[config.mk]
export PLATFORM = sky130hd
export DESIGN_NAME = sector_lock_gpi_device_select
export DESIGN_NICKNAME = d
export VERILOG_FILES = /design/src/lock_gpi_pkg.sv /design/src/sector_lock_gpi_device_select.sv
export VERILOG_INCLUDE_DIRS = /design/src
export SDC_FILE = /design/constraint.sdc
export NUM_CORES = 1
export LEC_CHECK = 0
export ABC_AREA = 1
export BUFFER_PORTS_ARGS = -buffer_cell sky130_fd_sc_hd__buf_4
export CAP_MARGIN = 25
export CORE_MARGIN = 2
export CORE_UTILIZATION = 57
export DETAILED_ROUTE_END_ITERATION = 7
export GPL_TIMING_DRIVEN = 1
export PLACE_DENSITY = 0.76
export SLEW_MARGIN = 20
export SYNTH_ARGS = -nofsm -noshare
export SYNTH_HDL_FRONTEND = slang
export SYNTH_SLANG_ARGS = --single-unit
export TNS_END_PERCENT = 1
[constraint.sdc]
create_clock -name i_clk -period 2.7 [get_ports i_clk]
set_clock_uncertainty 0.15 [all_clocks]
set_input_delay 0.135 -clock i_clk [delete_from_list [all_inputs] [get_ports i_clk]]
set_output_delay 0.135 -clock i_clk [all_outputs]
set_load 0.01 [all_outputs]
[src/lock_gpi_cfg.svh]
// Constants for the sector lock, input pin and device select block
`ifndef LOCK_GPI_CFG_SVH
`define LOCK_GPI_CFG_SVH
`define NUM_SECTORS 7
`define LOCK_DEFAULT 8'h01
`define LOCK_BIT_WRITE 0
`define LOCK_BIT_DOWN 1
`define LOCK_BIT_READ 2
`define LOCK_FIELD_MASK 8'h07
`define LOCK_REG_LOW 13'h0002
`define INPUT_PIN_LOW 18'h00100
`define INPUT_PIN_OFFSET 32'hffbc0100
`define REG_SEL_BIT_HUB 22
`define REG_SEL_BIT_PLAIN 23
`define READ_BLOCK_DATA 8'h00
`define START_PLAIN 4'h0
`define START_HUB_READ 4'hd
`define START_HUB_WRITE 4'he
`define CYCTYPE_MEM 2'b01
`define SYNC_READY 4'h0
`define TAR_DRIVE 4'hf
`define ADDR_NIBBLES_HUB 3'h6
`define ADDR_NIBBLES_PLAIN 3'h7
`endif

[src/lock_gpi_pkg.sv]
// Types for the sector lock, input pin and device select block
package lock_gpi_pkg;
  typedef enum logic [9:0] {
    ST_IDLE    = 10'b0000000001,
    ST_START   = 10'b0000000010,
    ST_ADDR    = 10'b0000000100,
    ST_MSIZE   = 10'b0000001000,
    ST_WDATA   = 10'b0000010000,
    ST_TAR_IN  = 10'b0000100000,
    ST_SYNC    = 10'b0001000000,
    ST_RDATA   = 10'b0010000000,
    ST_TAR_OUT = 10'b0100000000,
    ST_IGNORE  = 10'b1000000000
  } cyc_state_t;
endpackage

[src/sector_lock_gpi_device_select.sv]
// Bus cycle decoder with sector locking, input pin register and device select
// How it works
// - Lock-down bits come up cleared after power-up.
// - Lock-down sets once; later writes to that locking register are ignored.
// - While locked down, read-block and write-block bits hold their values.
// - Lock-down clears only on reset pin, init or power-up.
// - Bit 2 blocks reads; blocked reads return 00H.
// - Bit 0 blocks program and erase, set by default; bus write cycles still reach the array.
// - Bit 1 is lock-down; bits 7:3 reserved; frozen until reset.
// - 07H blocked frozen, 02H open frozen, 00H open unfrozen.
// - 06H read-blocked frozen, 05H both blocked unfrozen, 04H read-blocked.
// - Locking registers default to 01H; 03H is write-blocked and frozen.
// - Input-pin register is read-only and returns live levels of five inputs.
// - Bit n follows general input n; bits 7:5 reserved.
// - Hub cycles compare straps to select field; mismatch ignores the cycle.
// - On mismatch lines are released; standby when frame high, decoder idle or ignoring, and array not busy.
// - Up to 16 devices; select field equals strap pattern in binary.
// - Program or erase on a write-blocked sector is refused and flagged.
// - Register space selected by A22 in hub mode, A23 in plain mode.
`timescale 1ns/100ps
`include "lock_gpi_cfg.svh"
`default_nettype none

module sector_lock_gpi_device_select
  import lock_gpi_pkg::*;
(
  input wire logic i_clk,
  input wire logic i_rstn,
  input wire logic i_init_n,
  input wire logic i_frame_strobe_n,
  input wire logic [3:0] i_muxed_addr_data_lines,
  output logic [3:0] o_muxed_addr_data_lines,
  output logic o_muxed_addr_data_oe_n,
  input wire logic [3:0] i_device_select_straps,
  input wire logic [4:0] i_general_inputs,
  input wire logic [7:0] i_array_rdata,
  input wire logic i_array_busy,
  output logic [17:0] o_array_addr,
  output logic [7:0] o_array_wdata,
  output logic o_array_wr,
  input wire logic i_pe_req,
  input wire logic [2:0] i_pe_sector,
  output logic o_pe_refused,
  output logic o_lock_error,
  input wire logic i_lock_error_clr,
  output logic o_standby
);

  // ------------------------------------------------------------
  // Pin synchronisers
  // ------------------------------------------------------------
  // Frame and data share the same two-stage delay so nibbles stay aligned
  logic [1:0] frame_sync_reg;
  logic [3:0] lad_s1_reg, lad_s2_reg;
  logic [3:0] strap_s1_reg, strap_s2_reg;
  logic [4:0] gpi_s1_reg, gpi_s2_reg;
  logic [1:0] init_sync_reg;

  always_ff @(posedge i_clk or negedge i_rstn) begin
    if (!i_rstn) begin
      frame_sync_reg <= 2'h3;
      lad_s1_reg <= 4'hf;
      lad_s2_reg <= 4'hf;
      strap_s1_reg <= 4'h0;
      strap_s2_reg <= 4'h0;
      gpi_s1_reg <= 5'h00;
      gpi_s2_reg <= 5'h00;
      init_sync_reg <= 2'h3;
    end else begin
      frame_sync_reg <= {frame_sync_reg[0], i_frame_strobe_n};
      lad_s1_reg <= i_muxed_addr_data_lines;
      lad_s2_reg <= lad_s1_reg;
      strap_s1_reg <= i_device_select_straps;
      strap_s2_reg <= strap_s1_reg;
      gpi_s1_reg <= i_general_inputs;
      gpi_s2_reg <= gpi_s1_reg;
      init_sync_reg <= {init_sync_reg[0], i_init_n};
    end
  end

  logic frame_n;
  logic init_active;
  assign frame_n = frame_sync_reg[1];
  assign init_active = !init_sync_reg[1];

  // ------------------------------------------------------------
  // Cycle state machine
  // ------------------------------------------------------------
  cyc_state_t state_reg, state_next;
  logic [2:0] cnt_reg, cnt_next;
  logic [3:0] start_reg, start_next;
  logic hub_reg, hub_next;
  logic wr_reg, wr_next;
  logic [31:0] addr_reg, addr_next;
  logic [7:0] wdata_reg, wdata_next;
  logic [7:0] rdata_reg, rdata_next;
  logic [3:0] lad_out_reg, lad_out_next;
  logic oe_n_reg, oe_n_next;
  logic access;

  logic [2:0] sector;
  logic reg_space;
  logic lock_hit;
  logic gpi_hit;
  logic [7:0] lock_reg [`NUM_SECTORS];

  always_comb begin
    sector = 3'h0;
    if (addr_reg[17:14] == 4'hf) begin
      sector = 3'h6;
    end else if (addr_reg[17:13] == 5'h1d) begin
      sector = 3'h5;
    end else if (addr_reg[17:13] == 5'h1c) begin
      sector = 3'h4;
    end else if (addr_reg[17:15] == 3'h6) begin
      sector = 3'h3;
    end else begin
      sector = {1'b0, addr_reg[17:16]};
    end
  end

  // Register space is the low half of the window; the select bit moves by mode
  assign reg_space = hub_reg ? !addr_reg[`REG_SEL_BIT_HUB] : !addr_reg[`REG_SEL_BIT_PLAIN];
  assign lock_hit = reg_space && (addr_reg[12:0] == `LOCK_REG_LOW);
  assign gpi_hit = reg_space && (addr_reg[17:0] == `INPUT_PIN_LOW);
  assign access = (state_reg == ST_TAR_IN) && (cnt_reg == 3'h0);

  always_comb begin
    state_next = state_reg;
    cnt_next = cnt_reg;
    start_next = start_reg;
    hub_next = hub_reg;
    wr_next = wr_reg;
    addr_next = addr_reg;
    wdata_next = wdata_reg;
    rdata_next = rdata_reg;
    if (!frame_n) begin
      // A new frame always restarts the decoder, even mid-cycle
      state_next = ST_START;
      start_next = lad_s2_reg;
    end else begin
      case (state_reg)
        ST_IDLE: begin
          state_next = ST_IDLE;
        end
        ST_START: begin
          addr_next = 32'h0;
          if (start_reg == `START_HUB_READ || start_reg == `START_HUB_WRITE) begin
            hub_next = 1'b1;
            wr_next = (start_reg == `START_HUB_WRITE);
            if (lad_s2_reg == strap_s2_reg) begin
              state_next = ST_ADDR;
              cnt_next = `ADDR_NIBBLES_HUB;
            end else begin
              state_next = ST_IGNORE;
            end
          end else if (start_reg == `START_PLAIN && lad_s2_reg[3:2] == `CYCTYPE_MEM) begin
            hub_next = 1'b0;
            wr_next = lad_s2_reg[1];
            state_next = ST_ADDR;
            cnt_next = `ADDR_NIBBLES_PLAIN;
          end else begin
            state_next = ST_IGNORE;
          end
        end
        ST_ADDR: begin
          addr_next = {addr_reg[27:0], lad_s2_reg};
          cnt_next = cnt_reg - 3'h1;
          if (cnt_reg == 3'h0) begin
            cnt_next = 3'h1;
            if (hub_reg) begin
              state_next = ST_MSIZE;
            end else begin
              state_next = wr_reg ? ST_WDATA : ST_TAR_IN;
            end
          end
        end
        ST_MSIZE: begin
          cnt_next = 3'h1;
          state_next = wr_reg ? ST_WDATA : ST_TAR_IN;
        end
        ST_WDATA: begin
          // Low nibble first
          wdata_next = {lad_s2_reg, wdata_reg[7:4]};
          cnt_next = cnt_reg - 3'h1;
          if (cnt_reg == 3'h0) begin
            cnt_next = 3'h1;
            state_next = ST_TAR_IN;
          end
        end
        ST_TAR_IN: begin
          cnt_next = cnt_reg - 3'h1;
          if (cnt_reg == 3'h0) begin
            state_next = ST_SYNC;
            if (gpi_hit) begin
              rdata_next = {3'h0, gpi_s2_reg};
            end else if (lock_hit) begin
              rdata_next = lock_reg[sector];
            end else if (reg_space) begin
              rdata_next = 8'h00;
            end else if (lock_reg[sector][`LOCK_BIT_READ]) begin
              rdata_next = `READ_BLOCK_DATA;
            end else begin
              rdata_next = i_array_rdata;
            end
          end
        end
        ST_SYNC: begin
          cnt_next = 3'h1;
          state_next = wr_reg ? ST_TAR_OUT : ST_RDATA;
        end
        ST_RDATA: begin
          rdata_next = {4'h0, rdata_reg[7:4]};
          cnt_next = cnt_reg - 3'h1;
          if (cnt_reg == 3'h0) begin
            state_next = ST_TAR_OUT;
          end
        end
        ST_TAR_OUT: begin
          state_next = ST_IDLE;
        end
        ST_IGNORE: begin
          // Rest of a foreign cycle is dropped until the next frame
          state_next = ST_IGNORE;
        end
        default: begin
          state_next = ST_IDLE;
        end
      endcase
    end
  end

  // Output drive follows the next state so pins change with the state
  always_comb begin
    lad_out_next = `TAR_DRIVE;
    oe_n_next = 1'b1;
    case (state_next)
      ST_SYNC: begin
        lad_out_next = `SYNC_READY;
        oe_n_next = 1'b0;
      end
      ST_RDATA: begin
        lad_out_next = rdata_next[3:0];
        oe_n_next = 1'b0;
      end
      ST_TAR_OUT: begin
        lad_out_next = `TAR_DRIVE;
        oe_n_next = 1'b0;
      end
      default: begin
        lad_out_next = `TAR_DRIVE;
        oe_n_next = 1'b1;
      end
    endcase
  end

  always_ff @(posedge i_clk or negedge i_rstn) begin
    if (!i_rstn) begin
      state_reg <= ST_IDLE;
      cnt_reg <= 3'h0;
      start_reg <= 4'hf;
      hub_reg <= 1'b0;
      wr_reg <= 1'b0;
      addr_reg <= 32'h0;
      wdata_reg <= 8'h00;
      rdata_reg <= 8'h00;
      lad_out_reg <= 4'hf;
      oe_n_reg <= 1'b1;
    end else begin
      state_reg <= state_next;
      cnt_reg <= cnt_next;
      start_reg <= start_next;
      hub_reg <= hub_next;
      wr_reg <= wr_next;
      addr_reg <= addr_next;
      wdata_reg <= wdata_next;
      rdata_reg <= rdata_next;
      lad_out_reg <= lad_out_next;
      oe_n_reg <= oe_n_next;
    end
  end

  // ------------------------------------------------------------
  // Sector locking registers
  // ------------------------------------------------------------
  logic lock_wr;
  assign lock_wr = access && wr_reg && lock_hit;

  genvar g;
  generate
    for (g = 0; g < `NUM_SECTORS; g++) begin : g_lock
      logic [7:0] lk_reg, lk_next;
      always_comb begin
        lk_next = lk_reg;
        if (init_active) begin
          lk_next = `LOCK_DEFAULT;
        end else if (lock_wr && sector == 3'(g) && !lk_reg[`LOCK_BIT_DOWN]) begin
          // Full 3-bit code table taken as written; reserved bits dropped
          lk_next = wdata_reg & `LOCK_FIELD_MASK;
        end
      end
      always_ff @(posedge i_clk or negedge i_rstn) begin
        if (!i_rstn) begin
          lk_reg <= `LOCK_DEFAULT;
        end else begin
          lk_reg <= lk_next;
        end
      end
      assign lock_reg[g] = lk_reg;
    end
  endgenerate

  // ------------------------------------------------------------
  // Array side and program/erase guard
  // ------------------------------------------------------------
  logic wr_pulse_reg, wr_pulse_next;
  logic refused_reg, refused_next;
  logic err_reg, err_next;

  always_comb begin
    wr_pulse_next = access && wr_reg && !reg_space;
    refused_next = i_pe_req && lock_reg[i_pe_sector][`LOCK_BIT_WRITE];
    err_next = err_reg;
    if (i_lock_error_clr) begin
      err_next = 1'b0;
    end
    // A refusal in the clearing cycle still sets the flag
    if (refused_next) begin
      err_next = 1'b1;
    end
  end

  always_ff @(posedge i_clk or negedge i_rstn) begin
    if (!i_rstn) begin
      wr_pulse_reg <= 1'b0;
      refused_reg <= 1'b0;
      err_reg <= 1'b0;
    end else begin
      wr_pulse_reg <= wr_pulse_next;
      refused_reg <= refused_next;
      err_reg <= err_next;
    end
  end

  assign o_muxed_addr_data_lines = lad_out_reg;
  assign o_muxed_addr_data_oe_n = oe_n_reg;
  assign o_array_addr = addr_reg[17:0];
  assign o_array_wdata = wdata_reg;
  assign o_array_wr = wr_pulse_reg;
  assign o_pe_refused = refused_reg;
  assign o_lock_error = err_reg;
  assign o_standby = frame_n && !i_array_busy &&
                     (state_reg == ST_IDLE || state_reg == ST_IGNORE);

endmodule

`default_nettype wire

==> results of run 1 <==
metal layers:
layer	up-vias	GRT usage
met5	-	0
met4	0	0.111
met3	21	0.0666
met2	161	0.445
met1	2112	0.330
li1	2097	-
critical path: stages, from the launching register on:
cell      delay (ns)
dfrtp_1         0.40
nor2_1          0.22
nand2_1         0.15
inv_1           0.16
nand4_1         0.18
a211oi_1        0.26
buf_4           0.16
path summary, 6_finish.rpt:
check | startpoint | end | cells after the start
worst max-delay path | state_reg[4] | o_standby | 6
worst min-delay path | i_rstn | o_lock_error | 2
worst max register to register | state_reg[4] | cnt_reg[2] | 10
worst min register to register | strap_s1_reg[2] | strap_s2_reg[2] | 0
max in group asynchronous | i_rstn | g_lock[3].lk_reg[0] | 3
min in group i_clk | i_array_rdata[1] | rdata_reg[1] | 9
power breakdown:
group          total [mW]  internal, mW  switching (mW)
clock                2.04          1.18           0.860
combinational       0.261         0.111           0.150
sequential           1.86          1.82          0.0482
repair_timing:
item,CTS,global route
endpoints found under the hold margin,101,0
gates resized for setup,0,1
setup buffers,0,0
endpoints found under the setup margin,0,2
hold buffers,27,0
through the flow:
stage | cells | power, mW | hold WS, ns
after floorplan | 583 | 1.99 | -0.311
after global placement | 736 | 2.11 | 0.0303
after detailed placement | 736 | 2.12 | 0.0339
after CTS | 795 | 4.20 | 0.0206
after global routing | 795 | 4.32 | 0.0897
final | 795 | 4.16 | 0.0323
placed cells by master, fill, tap and decap left out, types with 3 or more instances in the layout:
master         instances
nand2_4                5
inv_6                  7
mux2_2                 6
dfstp_2               29
nand2_1              109
buf_4                 69
dfrtp_1               87
inv_1                 83
o21ai_0               34
a31oi_1                4
a21oi_1               13
clkbuf_16             16
nor3_1                 6
nand3_1               36
o22ai_1               25
a221oi_1               4
clkinvlp_4             3
nor2_1                44
dlygate4sd3_1         27
xnor2_1                4
nand4_1               18
o211ai_1               3
nand2_2                4
nor2_2                 3
o21ai_2                3
o21ai_1                4
inv_2                  3
nor4_1                 3
cell families (layout without fill, tap and decap cells):
| group | after synthesis | count (layout) |
|---|---|---|
| fa+ha+maj | 2 | 2 |
| compound gates | 99 | 99 |
| buf+inv | 114 | 215 |
| flops | 116 | 116 |
| xor+xnor | 5 | 5 |
| simple gates | 241 | 241 |
| mux | 6 | 6 |
cell type report:
cell class	instances	area (µm²)	share of cell area
clock buffer	18	428	0.0644
multi-input combinational	353	1890	0.284
timing repair buffer	97	808	0.122
tap	111	139	0.0209
inverter	86	323	0.0486
clock inverter	14	118	0.0177
sequential	116	2940	0.443
==> metrics.yaml, run 1 <==
drt:
  routed_wl_um: 12500
  drt-met1-wl_um: 5320
  final_antenna_net_count: 0
  drc_errors: 0
  via_per_inst: 5.52
  met3_length_um: 722
  drtIter0Drc: 209
  routedWlPerCell_um: 15.7
  num_vias: 4391
  dr_wl_met2_um: 6230
  highest_layer: "met4"
  drt-pass1-iter-count: 5
cts:
  clkSinkCount: 116
  cts_max_level: 4
  clock_latency_ns: 0.51
  clk_pin_slew_ns: 0.06
  cts_buffers: 17
  clockBufferDepth: 2
  root_buffer: "clkbuf_8"
  cts_tree: "yes"
synth:
  syn-num-nets: 616
  yosysMostFrequentCell: "nand2_1"
  synth_area_leaders: "dfrtp_1, dfstp_2, nand2_1"
  ys_ff_latch: 116
  yosys.area.top_type: "dfrtp_1"
  synth-edff-count: 0
  seq_area_frac_synth: 0.553
  synth_fa_ha_area_frac: 0.00471
  synth.area.mux_share: 0.0127
  synth_compound_area_frac: 0.111
  synth_area_mm2: 0.00532
  yosys_warnings: 0
  avgSynthCellArea_um2: 9.12
  synth_top_area_frac: 0.410
  synth-xor-area-share: 0.00824
  synth_cell_type_count: 41
  synth_common_cells: "nand2_1, dfrtp_1, inv_1, nor2_1, nand3_1"
  synth_top_family_by_area: "simple AND/OR/NAND/NOR gates"
  synth_ff_type: "dfrtp_1"
  synth-simple-area-share: 0.217
  netlist_instances: 583
  async_flop_share: 1.00
global_routing:
  grt_max_degree: 49
  grt_pass1_wl_um: 20600
  grt_pass1_vias: 4477
  grt_antenna_before_repair: 0
  grt.total_usage: 0.266
  grt-ovfl-total: 0
place:
  port_buffers: 65
  preCtsSetupSlack_ns: 0.316
  hpwl_um: 8440
  gp_congestion: 0.953
  postPlaceCellArea_mm2: 0.00582
layout:
  largest_reg_flops: 22
  fin_area_mm2: 0.00664
  fin_util: 0.726
  syn2layout_area_growth_pct: 25.0
  layout.nets: 704
  n_antenna_cell: 0
  drive_above_1_share: 0.246
  nFillCells: 670
die:
  die_h_um: 101
  initial_utilization: 0.581
  core_area_mm2: 0.00915
  die-area_mm2: 0.0101
  num_rows: 35
  chipWidth_um: 101
  ios: 66
worst_setup_path:
  cp-end-kind: "output pin"
  criticalPathCategory: "reg2out"
  r2r_setup_slack_ns: 0.40
  cp-start-kind: "flip-flop"
  cp_data_required_time_ns: 2.41
  cp_data_arrival_time_ns: 2.04
  cp_max_fo: 5
sta:
  worst_slew_pin_slew_ns: 0.619
  timing.setup.tns_ns: 0
  fin_crit_sh: 0.863
  finalWorstSetupSlack_ns: 0.371
  fmax_mhz: 429
  rsz0062_at_grt: "false"
  setup_viol: 0
  slew_violations: 0
  min_period_ns: 2.33
  slew_headroom: 0.587
  finalHoldViolCount: 0
job:
  drv_cap: 0
hold_path:
  min_path_type: "in2async"
run_status:
  status: "finished clean"
power_and_ir_drop:
  ir_drop_mv: 0.507
  power.density_mw_per_mm2: 626
  p_leak_nw: 3.26
(Power assumes the default switching activity.)
==> run 2, diff against run 1 <==
--- a/config.mk
+++ b/config.mk
@@ -9,6 +9,7 @@
 export ABC_AREA = 1
 export BUFFER_PORTS_ARGS = -buffer_cell sky130_fd_sc_hd__buf_4
 export CAP_MARGIN = 25
+export CORE_ASPECT_RATIO = 0.6
 export CORE_MARGIN = 2
 export CORE_UTILIZATION = 57
 export DETAILED_ROUTE_END_ITERATION = 7
==> metrics.yaml, run 2 (synthesis gave the netlist of run 1 again) <==
global_routing:
  grt-ovfl-total: 0  # unchanged
  grt_pass1_vias: 4326  # was 4477
  grt_max_degree: 52  # was 49
  grt.total_usage: 0.288  # was 0.266
  grt_antenna_before_repair: 0  # unchanged
  grt_pass1_wl_um: 22100  # was 20600 µm
die:
  die_h_um: 78.8  # was 101 µm
  ios: 66  # unchanged
  num_rows: 27  # was 35
  initial_utilization: 0.583  # was 0.581
  core_area_mm2: 0.00912  # was 0.00915 mm²
  chipWidth_um: 129  # was 101 µm
  die-area_mm2: 0.0101  # about the same
drt:
  routed_wl_um: 13400  # was 12500 µm
  final_antenna_net_count: 0  # unchanged
  drc_errors: 0  # unchanged
  routedWlPerCell_um: 16.8  # was 15.7 µm
  drtIter0Drc: 324  # was 209
  num_vias: 4490  # was 4391
  via_per_inst: 5.63  # was 5.52
  drt-pass1-iter-count: 5  # unchanged
sta:
  finalHoldViolCount: 0  # unchanged
  fmax_mhz: 407  # was 429 MHz
  setup_viol: 0  # unchanged
  rsz0062_at_grt: "false"  # unchanged
  slew_violations: 0  # unchanged
  slew_headroom: 0.632  # was 0.587
  timing.setup.tns_ns: 0  # unchanged
  fin_crit_sh: 0.909  # was 0.863
  worst_slew_pin_slew_ns: 0.549  # was 0.619 ns
  min_period_ns: 2.46  # was 2.33 ns
place:
  gp_congestion: 0.993  # was 0.953
  port_buffers: 65  # unchanged
  hpwl_um: 9010  # was 8440 µm
worst_setup_path:
  slowest_delay_ns: 0.46  # was 0.40 ns
  crit_chain: "inv_1, ha_1, nand2_2, nor4_1, nand2_1, nor4_2, nand2_1, nand2_1, nand2_1, o21ai_0"  # was nor2_1, nand2_1, inv_1, nand4_1, a211oi_1, buf_4
  reg2reg_depth: 10  # unchanged
  crit_top_cell: "nand2_1"
  cp-end-kind: "flip-flop"  # was output pin
  cp_max_fo: 9  # was 5
  r2r-end: "g_lock[1].lk_reg[0]"  # was cnt_reg[2]
  critPathSlowestCell: "nor4_1"  # was dfrtp_1
  worst_path_dominant_cell_family: "simple AND/OR/NAND/NOR gates"  # unchanged
  criticalPathCategory: "reg2reg"  # was reg2out
  timing.rr.start: "cnt_reg[0]"  # was state_reg[4]
  cp_data_arrival_time_ns: 2.63  # was 2.04 ns
  cp_data_required_time_ns: 2.87  # was 2.41 ns
  cp-start-kind: "flip-flop"  # unchanged
  path_buf_inv: 1  # was 2
  r2r_setup_slack_ns: 0.24  # was 0.40 ns
layout:
  final_cell_mix: "nand2_1, dfrtp_1, inv_1"  # unchanged
  largest_reg_flops: 22  # unchanged
  layout.nets: 701  # was 704
  n_antenna_cell: 0  # unchanged
  mostFrequentLayoutCell: "nand2_1"  # unchanged
  nFillCells: 653  # was 670
  syn2layout_area_growth_pct: 26.3  # was 25.0%
  drive_above_1_share: 0.245  # was 0.246
hold_path:
  min_to: "rdata_reg[2]"
  hp-start: "i_array_rdata[2]"
  min_path_type: "in2reg"  # was in2async
  hold_depth: 7
cts:
  clkSinkCount: 116  # unchanged
  cts_buffers: 17  # unchanged
  clock_latency_ns: 0.41  # was 0.51 ns
  cts_tree: "yes"  # unchanged
  root_buffer: "clkbuf_16"  # was clkbuf_8
  cts_max_level: 4  # unchanged
  clockBufferDepth: 2  # unchanged
  clk_pin_slew_ns: 0.06  # about the same
run_status:
  status: "finished clean"  # unchanged
power_and_ir_drop:
  p_leak_nw: 3.28  # was 3.26 nW
  power.density_mw_per_mm2: 677  # was 626 mW/mm²
  ir_drop_mv: 0.482  # was 0.507 mV
  power.total_mw: 4.54  # was 4.16 mW
job:
  drv_cap: 0  # unchanged
[run 2: cell count changes in the layout (fill, tap and decap cells not counted)]
cell / previous run / this run
buf_4: 69 / 68
dlygate4sd3_1: 27 / 25
clkbuf_16: 16 / 17
inv_8: 1 / 0
bufinv_16: 0 / 4
clkbuf_8: 2 / 1
inv_6: 7 / 4
[run 2: what timing repair did]
action,4_1_cts,5_1_grt
setup buffers,0,0
resized for setup,0,1
endpoints found under the hold margin,64,0
hold buffers,25,0
endpoints found under the setup margin,0,2
[run 2: cell type report]
type	count	area [µm²]	area share
Tap cell	116	145	0.0216
Clock inverter	14	200	0.0298
Timing Repair Buffer	94	781	0.116
Inverter	86	323	0.0481
Clock buffer	18	439	0.0654
Multi-Input combinational cell	353	1890	0.281
Sequential cell	116	2940	0.438
[run 2: worst register-to-register path: cells and delay by family (launching register included)]
family,cells,cell delay [ns]
adder cells (fa/ha/maj),1,0.17
flip-flops,1,0.39
AO/OA/AOI/OAI,1,0.09
buffers and inverters,1,0.10
AND/OR/NAND/NOR,7,1.45
[run 2: how the worst max path moves through the flow]
stage | start | end | slack (ns) | cells after the start
after floorplan | cnt_reg[0] | g_lock[3].lk_reg[2] | 0.73 | 9
after detailed placement | cnt_reg[0] | g_lock[1].lk_reg[2] | 0.23 | 9
after CTS | cnt_reg[0] | g_lock[1].lk_reg[0] | 0.12 | 10
final | cnt_reg[0] | g_lock[1].lk_reg[0] | 0.24 | 10
after global placement | cnt_reg[0] | g_lock[5].lk_reg[2] | 0.49 | 9
after global routing | cnt_reg[0] | g_lock[1].lk_reg[0] | 0.05 | 10
[run 2: metal layers]
| metal | global-route usage | vias to the layer above | wire [µm] |
|---|---|---|---|
| met5 | 0 | - | 0 |
| met4 | 0.0913 | 0 | 171 |
| met3 | 0.0708 | 21 | 1070 |
| met2 | 0.417 | 194 | 5830 |
| met1 | 0.428 | 2183 | 6300 |
| li1 | - | 2092 | - |
[run 2: where the power goes]
part | internal (mW) | leakage (nW) | switching (mW) | total, mW
combinational | 0.109 | 1.57 | 0.152 | 0.261
sequential | 1.82 | 1.41 | 0.0456 | 1.86
clock | 1.58 | 0.304 | 0.842 | 2.42
total | 3.50 | 3.28 | 1.04 | 4.54
[run 2: per-stage QoR]
stage                     hold slack [ns]   util  setup WS [ns]  instances  cell area, µm²
after detailed placement           0.0143  0.638          0.233        740            5820
after global routing                0.108  0.736         0.0496        797            6710
after CTS                          0.0718  0.735          0.120        797            6710
after global placement            0.00838  0.638          0.491        740            5820
final                              0.0864  0.736          0.245        797            6710
after floorplan                    -0.311      -          0.732        583            5320
